===== src/rtl/ierx_pkg.sv =====
// constants for the interrupt enable and contactless error flag block
// shared by the top module and its leaf modules
`default_nettype none

package ierx_pkg;

	// ==========================================================
	// register map
	localparam logic [7:0] IRQ_EN_OFFSET = 8'h09;
	localparam logic [7:0] ERR_OFFSET = 8'h0A;
	localparam logic [7:0] IRQ_EN_RESET = 8'h00;
	localparam logic [7:0] ERR_RESET = 8'h00;
	localparam logic [7:0] RDATA_RESET = 8'h00;
	localparam logic [7:0] UNMAPPED_RDATA = 8'h00;

	// ==========================================================
	// enable register fields
	localparam int EN_DRIVE_BIT = 7;
	localparam int EN_PIN_BIT = 6;
	localparam int EN_CARD_BIT = 5;
	localparam int EN_TIMER_MSB = 4;
	localparam int EN_TIMER_LSB = 0;

	// ==========================================================
	// error register fields
	localparam int ERR_EEPROM_BIT = 7;
	localparam int ERR_FIFO_WR_BIT = 6;
	localparam int ERR_OVERFLOW_BIT = 5;
	localparam int ERR_SHORT_BIT = 4;
	localparam int ERR_EMPTY_TX_BIT = 3;
	localparam int ERR_COLL_BIT = 2;
	localparam int ERR_PROT_BIT = 1;
	localparam int ERR_INTEG_BIT = 0;
	localparam logic [7:0] ERR_IRQ_MASK = 8'h6B;

	// ==========================================================
	// transceiver state codes
	localparam logic [2:0] COMM_RX_WAIT = 3'h5;
	localparam logic [2:0] COMM_WAIT_DATA = 3'h6;
	localparam logic [2:0] COMM_RECEIVING = 3'h7;
	localparam logic [2:0] COMM_RESET = 3'h0;

	// ==========================================================
	// frame length limits
	localparam int MIN_FRAME_BITS = 4;
	localparam int MIN_EMD_BYTES = 3;
	localparam int BITS_PER_BYTE = 8;
	localparam logic [6:0] COLL_POS_RESET = 7'h00;

endpackage : ierx_pkg

`default_nettype wire


===== src/rtl/ierx_top.sv =====
// interrupt enable register, interrupt pin and contactless error flags
// all event strobes come from logic on ref_clk; register port is
// a simple synchronous read and write strobe interface
//
// Contract
// - bit 7 chooses push-pull or open-drain pin
// - bit 6 passes global flag to pin
// - bit 5 gates card detect request
// - bits 4..0 gate timer requests
// - eeprom command error sets eeprom flag
// - fifo write in busy states sets flag
// - write error clears on command or store
// - full fifo write sets overflow, ignores writes
// - under four data bits sets short flag
// - short or emd frames discarded, decoder stays
// - receive flags clear at receive start
// - transmit with empty fifo sets flag
// - collision sets flag, records first position
// - end-of-frame collision does not set flag
// - protocol fault sets flag, stops reception
// - protocol fault drops last received byte
// - parity or crc fault sets integrity flag
// - collision also sets integrity when selected
// - error request when listed flags become set
// - global flag from any enabled request
`timescale 1ns/1ps
`default_nettype none

module ierx_top
	import ierx_pkg::*;
(
	input wire logic ref_clk,
	input wire logic rst_n,
	input wire logic [7:0] reg_addr,
	input wire logic [7:0] reg_wdata,
	input wire logic reg_wr,
	input wire logic reg_rd,
	output logic [7:0] reg_rdata,
	input wire logic card_detect_request,
	input wire logic [4:0] timer_request,
	input wire logic other_enabled_request,
	output logic global_interrupt_flag,
	input wire logic irq_pin_in,
	output logic irq_pin_out,
	output logic irq_pin_oe,
	output logic error_interrupt_request,
	output logic [7:0] error_flags,
	input wire logic eeprom_cmd_start,
	input wire logic eeprom_cmd_error,
	input wire logic cl_command_start,
	input wire logic multi_frame_receive,
	input wire logic error_flags_stored,
	input wire logic [2:0] comm_state,
	input wire logic transceive_active,
	input wire logic receive_start,
	input wire logic crc_tx_active,
	input wire logic auth_active,
	input wire logic fifo_write,
	input wire logic fifo_full,
	input wire logic fifo_flush,
	output logic fifo_write_accept,
	input wire logic tx_required,
	input wire logic fifo_empty,
	input wire logic sof_valid,
	input wire logic data_bit,
	input wire logic frame_end,
	input wire logic emd_suppress,
	output logic receive_end_interrupt,
	output logic frame_discard,
	output logic receive_decoder_enable,
	input wire logic collision_event,
	input wire logic collision_in_eof,
	input wire logic [6:0] collision_pos,
	input wire logic collision_as_integrity_control,
	output logic [7:0] collision_position_register,
	input wire logic stop_bit_error,
	input wire logic sof_error,
	input wire logic byte_count_error,
	input wire logic parity_error,
	input wire logic crc_error,
	input wire logic rx_byte_write,
	output logic rx_byte_write_out
);

	logic [7:0] irq_en_reg;
	logic [7:0] irq_en_next;
	logic [7:0] rdata_reg;
	logic [7:0] rdata_next;
	logic global_reg;
	logic global_next;
	logic pin_out_reg;
	logic pin_out_next;
	logic pin_oe_reg;
	logic pin_oe_next;
	logic err_irq_reg;
	logic err_irq_next;
	logic fifo_accept_reg;
	logic fifo_accept_next;
	logic byte_wr_reg;
	logic byte_wr_next;
	logic decoder_en_reg;
	logic decoder_en_next;
	logic [7:0] coll_pos_reg;
	logic [7:0] coll_pos_next;
	logic [2:0] comm_prev_reg;
	logic [2:0] comm_prev_next;

	logic [7:0] err_set;
	logic [7:0] err_clr;
	logic [7:0] err_q;
	logic short_event;
	logic accept_event;
	logic discard_event;
	logic rx_clear;
	logic rx_busy;
	logic prot_event;
	logic coll_valid_event;
	logic [5:0] masked_req;
	logic pin_asserted;

	// ==========================================================
	// frame length judgement
	ierx_frame_check u_frame_check
	(
		.ref_clk(ref_clk),
		.rst_n(rst_n),
		.sof_valid(sof_valid),
		.data_bit(data_bit),
		.frame_end(frame_end),
		.emd_suppress(emd_suppress),
		.short_frame(short_event),
		.frame_discard(discard_event),
		.frame_accept(accept_event)
	);

	// ==========================================================
	// error flags
	genvar gi;
	generate
		for (gi = 0; gi < 8; gi++)
		begin : g_err
			ierx_sticky_flag
			#(
				.RESET_VALUE(ERR_RESET[gi])
			)
			u_flag
			(
				.ref_clk(ref_clk),
				.rst_n(rst_n),
				.set(err_set[gi]),
				.clear(err_clr[gi]),
				.flag(err_q[gi])
			);
		end
	endgenerate

	always_comb
	begin
		rx_busy = (comm_state == COMM_RX_WAIT) ||
			(comm_state == COMM_WAIT_DATA) ||
			(comm_state == COMM_RECEIVING);
		rx_clear = receive_start || (transceive_active &&
			comm_state == COMM_WAIT_DATA &&
			comm_prev_reg != COMM_WAIT_DATA);
		prot_event = stop_bit_error || sof_error || byte_count_error;
		coll_valid_event = collision_event && !collision_in_eof;
		err_set = '0;
		err_clr = '0;
		err_set[ERR_EEPROM_BIT] = eeprom_cmd_error;
		err_clr[ERR_EEPROM_BIT] = eeprom_cmd_start;
		err_set[ERR_FIFO_WR_BIT] = fifo_write &&
			(crc_tx_active || rx_busy || auth_active);
		err_clr[ERR_FIFO_WR_BIT] = multi_frame_receive ?
			error_flags_stored : cl_command_start;
		err_set[ERR_OVERFLOW_BIT] = fifo_write && fifo_full;
		err_clr[ERR_OVERFLOW_BIT] = fifo_flush;
		err_set[ERR_SHORT_BIT] = short_event;
		err_clr[ERR_SHORT_BIT] = rx_clear;
		err_set[ERR_EMPTY_TX_BIT] = tx_required && fifo_empty;
		err_clr[ERR_EMPTY_TX_BIT] = cl_command_start;
		err_set[ERR_COLL_BIT] = coll_valid_event;
		err_clr[ERR_COLL_BIT] = rx_clear;
		err_set[ERR_PROT_BIT] = prot_event;
		err_clr[ERR_PROT_BIT] = rx_clear;
		err_set[ERR_INTEG_BIT] = parity_error || crc_error ||
			(coll_valid_event && collision_as_integrity_control);
		err_clr[ERR_INTEG_BIT] = rx_clear;
	end

	// ==========================================================
	// enable register, interrupt path, fifo and receive control
	always_comb
	begin
		irq_en_next = irq_en_reg;
		rdata_next = rdata_reg;
		coll_pos_next = coll_pos_reg;
		decoder_en_next = decoder_en_reg;
		if (reg_wr && reg_addr == IRQ_EN_OFFSET)
		begin
			irq_en_next = reg_wdata;
		end
		// reads only select data, flags stay as they are
		if (reg_rd)
		begin
			if (reg_addr == IRQ_EN_OFFSET)
			begin
				rdata_next = irq_en_reg;
			end
			else if (reg_addr == ERR_OFFSET)
			begin
				rdata_next = err_q;
			end
			else
			begin
				rdata_next = UNMAPPED_RDATA;
			end
		end
		masked_req = {card_detect_request, timer_request} &
			irq_en_reg[EN_CARD_BIT:EN_TIMER_LSB];
		global_next = (|masked_req) || other_enabled_request;
		pin_asserted = global_reg && irq_en_reg[EN_PIN_BIT];
		if (irq_en_reg[EN_DRIVE_BIT])
		begin
			pin_oe_next = 1'b1;
			pin_out_next = pin_asserted;
		end
		else
		begin
			pin_oe_next = pin_asserted;
			pin_out_next = 1'b0;
		end
		err_irq_next = |(err_set & ~err_q & ERR_IRQ_MASK);
		fifo_accept_next = fifo_write && !fifo_full &&
			!err_q[ERR_OVERFLOW_BIT];
		byte_wr_next = rx_byte_write && !prot_event &&
			!err_q[ERR_PROT_BIT];
		if (prot_event)
		begin
			decoder_en_next = 1'b0;
		end
		else if (receive_start || rx_clear)
		begin
			decoder_en_next = 1'b1;
		end
		if (rx_clear)
		begin
			coll_pos_next = {1'b0, COLL_POS_RESET};
		end
		if (coll_valid_event && !err_q[ERR_COLL_BIT])
		begin
			coll_pos_next = {1'b1, collision_pos};
		end
		comm_prev_next = comm_state;
	end

	always_ff @(posedge ref_clk or negedge rst_n)
	begin
		if (!rst_n)
		begin
			irq_en_reg <= IRQ_EN_RESET;
			rdata_reg <= RDATA_RESET;
			global_reg <= 1'b0;
			pin_out_reg <= 1'b0;
			pin_oe_reg <= 1'b0;
			err_irq_reg <= 1'b0;
			fifo_accept_reg <= 1'b0;
			byte_wr_reg <= 1'b0;
			decoder_en_reg <= 1'b0;
			coll_pos_reg <= {1'b0, COLL_POS_RESET};
			comm_prev_reg <= COMM_RESET;
		end
		else
		begin
			irq_en_reg <= irq_en_next;
			rdata_reg <= rdata_next;
			global_reg <= global_next;
			pin_out_reg <= pin_out_next;
			pin_oe_reg <= pin_oe_next;
			err_irq_reg <= err_irq_next;
			fifo_accept_reg <= fifo_accept_next;
			byte_wr_reg <= byte_wr_next;
			decoder_en_reg <= decoder_en_next;
			coll_pos_reg <= coll_pos_next;
			comm_prev_reg <= comm_prev_next;
		end
	end

	// ==========================================================
	// outputs
	assign reg_rdata = rdata_reg;
	assign global_interrupt_flag = global_reg;
	assign irq_pin_out = pin_out_reg;
	assign irq_pin_oe = pin_oe_reg;
	assign error_interrupt_request = err_irq_reg;
	assign error_flags = err_q;
	assign fifo_write_accept = fifo_accept_reg;
	assign receive_end_interrupt = accept_event;
	assign frame_discard = discard_event;
	assign receive_decoder_enable = decoder_en_reg;
	assign collision_position_register = coll_pos_reg;
	assign rx_byte_write_out = byte_wr_reg;

	// pin readback is not needed by this block
	logic unused_pin_in;
	assign unused_pin_in = irq_pin_in;

endmodule : ierx_top

`default_nettype wire


===== src/rtl/ierx_sticky_flag.sv =====
// one sticky error flag with set and clear strobes
// set and clear come from logic on the same clock
`timescale 1ns/1ps
`default_nettype none

module ierx_sticky_flag
	import ierx_pkg::*;
#(
	parameter logic RESET_VALUE = 1'b0
)
(
	input wire logic ref_clk,
	input wire logic rst_n,
	input wire logic set,
	input wire logic clear,
	output logic flag
);

	logic flag_reg;
	logic flag_next;

	// ==========================================================
	// set wins over a clear in the same cycle
	always_comb
	begin
		flag_next = flag_reg;
		if (set)
		begin
			flag_next = 1'b1;
		end
		else if (clear)
		begin
			flag_next = 1'b0;
		end
	end

	always_ff @(posedge ref_clk or negedge rst_n)
	begin
		if (!rst_n)
		begin
			flag_reg <= RESET_VALUE;
		end
		else
		begin
			flag_reg <= flag_next;
		end
	end

	assign flag = flag_reg;

endmodule : ierx_sticky_flag

`default_nettype wire


===== src/rtl/ierx_frame_check.sv =====
// counts data bits of a received frame and judges its length
// strobes come from the receive decoder on the same clock
`timescale 1ns/1ps
`default_nettype none

module ierx_frame_check
	import ierx_pkg::*;
#(
	parameter int CNT_W = 5
)
(
	input wire logic ref_clk,
	input wire logic rst_n,
	input wire logic sof_valid,
	input wire logic data_bit,
	input wire logic frame_end,
	input wire logic emd_suppress,
	output logic short_frame,
	output logic frame_discard,
	output logic frame_accept
);

	typedef enum logic [1:0]
	{
		FC_IDLE = 2'b01,
		FC_FRAME = 2'b10
	} ierx_fc_state_e;

	localparam logic [CNT_W-1:0] BIT_LIMIT =
		CNT_W'(MIN_FRAME_BITS);
	localparam logic [CNT_W-1:0] EMD_LIMIT =
		CNT_W'(MIN_EMD_BYTES * BITS_PER_BYTE);

	ierx_fc_state_e state_reg;
	ierx_fc_state_e state_next;
	logic [CNT_W-1:0] count_reg;
	logic [CNT_W-1:0] count_next;
	logic short_reg;
	logic short_next;
	logic discard_reg;
	logic discard_next;
	logic accept_reg;
	logic accept_next;

	// ==========================================================
	// length judgement at frame end
	always_comb
	begin
		state_next = state_reg;
		count_next = count_reg;
		short_next = 1'b0;
		discard_next = 1'b0;
		accept_next = 1'b0;
		unique case (state_reg)
			FC_IDLE:
			begin
				if (sof_valid)
				begin
					state_next = FC_FRAME;
					count_next = '0;
				end
			end
			FC_FRAME:
			begin
				if (frame_end)
				begin
					state_next = FC_IDLE;
					if (count_reg < BIT_LIMIT)
					begin
						short_next = 1'b1;
						discard_next = 1'b1;
					end
					else if (emd_suppress && count_reg < EMD_LIMIT)
					begin
						discard_next = 1'b1;
					end
					else
					begin
						accept_next = 1'b1;
					end
				end
				else if (data_bit && count_reg != EMD_LIMIT)
				begin
					count_next = count_reg + CNT_W'(1);
				end
			end
		endcase
	end

	always_ff @(posedge ref_clk or negedge rst_n)
	begin
		if (!rst_n)
		begin
			state_reg <= FC_IDLE;
			count_reg <= '0;
			short_reg <= 1'b0;
			discard_reg <= 1'b0;
			accept_reg <= 1'b0;
		end
		else
		begin
			state_reg <= state_next;
			count_reg <= count_next;
			short_reg <= short_next;
			discard_reg <= discard_next;
			accept_reg <= accept_next;
		end
	end

	assign short_frame = short_reg;
	assign frame_discard = discard_reg;
	assign frame_accept = accept_reg;

endmodule : ierx_frame_check

`default_nettype wire


===== config.mk =====
export PLATFORM = sky130hd
export DESIGN_NAME = ierx_top
export DESIGN_NICKNAME = d
export VERILOG_FILES = /design/src/rtl/ierx_pkg.sv /design/src/rtl/ierx_top.sv /design/src/rtl/ierx_sticky_flag.sv /design/src/rtl/ierx_frame_check.sv
export SDC_FILE = /design/constraint.sdc
export NUM_CORES = 1
export LEC_CHECK = 0
export BUFFER_PORTS_ARGS = -buffer_cell sky130_fd_sc_hd__buf_2
export CORE_ASPECT_RATIO = 0.8
export CORE_MARGIN = 2
export CORE_UTILIZATION = 47
export CTS_CLUSTER_SIZE = 28
export DETAILED_ROUTE_END_ITERATION = 7
export HOLD_SLACK_MARGIN = 0.06
export PLACE_DENSITY = 0.79
export SETUP_SLACK_MARGIN = 0.5
export SYNTH_ARGS = -nofsm -noshare
export SYNTH_HDL_FRONTEND = slang
export SYNTH_SLANG_ARGS = --single-unit

===== constraint.sdc =====
create_clock -name ref_clk -period 1.47 [get_ports ref_clk]
set_input_delay 0.2205 -clock ref_clk [delete_from_list [all_inputs] [get_ports ref_clk]]
set_output_delay 0.2205 -clock ref_clk [all_outputs]
set_load 0.03 [all_outputs]

==> results.yml <==
timing:
  slew_headroom_pct: 61.3
  fin_crit_sh_pct: 84.9
  drv_slew: 0
  hold_violations: 0
  setup_viol: 0
  layout_min_cycle_time_ns: 1.25
  fmax_ghz: 0.802
  rsz0062_at_grt: "yes"
  worst-slew-pin-transition_ns: 0.580
  finalSetupTns_ns: 0
  fin_skew_ns: 0.00474
detailed_routing:
  drt-pass1-iter-count: 5
  routed_wl_mm: 6.48
  wl_per_cell_um: 16.3
  drt_iter0_markers: 91
  antenna_left: 0
  vias: 2157
  avgViaCountPerCell: 5.42
  drc: 0
global_routing:
  grt_pass1_wl_mm: 9.72
  grt_use_total_pct: 23.8
  grt_overflow_total: 0
  antenna_found_initial: 0
  grt_max_degree: 53
  grt_pass1_vias: 2050
flow_run:
  drv_cap: 0
finish:
  multi_input_area_sq_mm: 0.00112
  nets: 403
  fillers: 280
  layout-drive-gt1-share_pct: 58.3
  diodes: 0
  syn_to_final_growth_pct: 58.9
  final_cell_mix: "buf_2, dfrtp_1, buf_6"
  layout_commonest_cell: "buf_2"
  regArea_sq_mm: 0.00131
status:
  status: "completed"
synth:
  synth.area.top_cells: "dfrtp_1, mux2_4, nand2_1"
  synth_top_area_share_pct: 54.9
  async_flop_share_pct: 100
  ys_seq_area_share_pct: 56.0
  synth_fa_ha_area_share_pct: 0.538
  synth-compound-area-share_pct: 16.6
  yosys.area_share.simple_pct: 14.5
  synth_top_area_cell: "dfrtp_1"
  synthesis.area_sq_mm: 0.00232
  synth.yosys.warnings: 0
  syn_nets: 275
  netlist_instances: 209
  ys_types: 43
  post_synth.cell_area_avg_sq_um: 11.1
  synth_xor_xnor_area_share_pct: 0
  synth-main-ff-cell: "dfrtp_1"
  muxShareOfSynthArea_pct: 6.03
  synth-seq-cells: 52
  synth_top_family_by_area: "compound AO/OA/AOI/OAI gates"
  synth_edf_count: 0
clock_network:
  clockRootBuffer: "clkbuf_8"
  tritoncts: "done"
  clock-sinks: 52
  h-tree-depth: 2
  cts_buffers: 5
  cts_max_path_buffers: 2
  insertion_delay_ns: 0.30
  clk_pin_slew_ns: 0.09
floorplanning:
  core_sq_mm: 0.00468
  initial_utilization_pct: 49.7
  ios: 98
  dieWidth_um: 82.6
  dieArea_sq_mm: 0.00553
  dieHeight_um: 66.9
  std_cell_rows: 22
place:
  routabilityCongestion: 0.821
  dp_hpwl_mm: 3.93
  io_buffers: 96
worst_setup_path:
  crit_fanout: 4
  start_kind: "flop"
  worst_setup_path_end_kind: "flop"
  critical_path_class: "reg2reg"
  cp.required_ns: 1.68
  arrival_ns: 1.46
pwr:
  power.leakage_nw: 1.81
  vdd_drop_max_v: 0.000646
  power-per-cell-area_mw_per_mm2: 914
  power_mw: 3.37
min_path:
  hold_path_class: "in2reg"
## metrics by stage
stage                     cells  area [sq um]  utilization (%)  hold WS [ns]  worst slack [ns]
after detailed placement    355          2910             62.1         0.232            0.0204
after global routing        398          3690             78.9        0.0830             0.162
after global placement      355          2910             62.1         0.232            0.0346
after CTS                   389          3500             74.9        0.0758             0.233
after floorplan             209          2410                -       -0.0751             0.218
final                       398          3690             78.9        0.0905             0.223
## timing repair
item | CTS | global route
hold endpoints to repair | 53 | 0
gates resized for setup | 85 | 28
endpoints found under the setup margin | 66 | 74
buffers inserted | 22 | 9
hold buffers | 3 | 0
cloned | 1 | 0
pin swaps | 18 | 13
## layout make-up
class / count / share of cell area (%)
Clock buffer: 7 / 2.34
Clock inverter: 1 / 0.203
Inverter: 14 / 1.42
Multi-Input combinational cell: 131 / 30.3
Sequential cell: 52 / 35.3
Tap cell: 60 / 2.03
Timing Repair Buffer: 133 / 28.4
## cells in the mapped netlist (3+ instances only)
cell type	number
nand3b_1	4
nand2_1	29
nor2_1	4
a21oi_1	5
o22ai_1	5
o21ai_0	12
clkbuf_1	3
dfrtp_1	51
buf_4	8
nor2b_1	6
a22oi_1	9
mux2_4	8
a21o_1	6
o31ai_1	8
inv_1	14
## worst max-delay path, stage by stage, from the launching register on
cell      delay [ns]
dfstp_2         0.58
nor3b_4         0.23
buf_4           0.14
nor2_2          0.04
o211ai_1        0.17
## routing by layer
| metal | routed length, um | part of all wire [%] | GRT usage [%] | vias to the layer above |
|---|---|---|---|---|
| met4 | 114 | 1.8 | 4.92 | 0 |
| met3 | 415 | 6.4 | 4.74 | 12 |
| li1 | - | - | - | 1002 |
| met1 | 2770 | 43 | 31.6 | 1055 |
| met2 | 3180 | 49 | 40.3 | 88 |
| met5 | 0 | 0 | 0 | - |
## where the power goes
| group | internal [mW] | leakage (nW) | switching (mW) |
|---|---|---|---|
| clock network | 0.383 | 0.0445 | 0.449 |
| logic | 0.451 | 1.10 | 0.449 |
| registers | 1.54 | 0.673 | 0.103 |
## kinds of logic (layout without fill, tap and decap cells)
logic type	count (synthesis)	after routing
adders and majority gates	1	1
and+or+nand+nor	63	63
muxes	10	10
AOI/OAI and AO/OA	56	57
DFF	52	52
buffers and inverters	27	155
## path summary, 6_finish.rpt
| kind | cells after the start | from | to | slack, ns |
|---|---|---|---|---|
| worst min register to register | 1 | u_frame_check.short_frame | g_err[4].u_flag.flag | 0.43 |
| min in group asynchronous | 3 | rst_n | collision_position_register[7] | 0.43 |
| max in group asynchronous | 3 | rst_n | u_frame_check.state_reg[0] | 0.77 |
| worst max-delay path | 4 | u_frame_check.state_reg[0] | u_frame_check.count_reg[0] | 0.22 |
| worst min-delay path | 2 | fifo_full | fifo_write_accept | 0.09 |
| worst max register to register | 4 | u_frame_check.state_reg[0] | u_frame_check.count_reg[0] | 0.22 |
(Power assumes the default switching activity.)
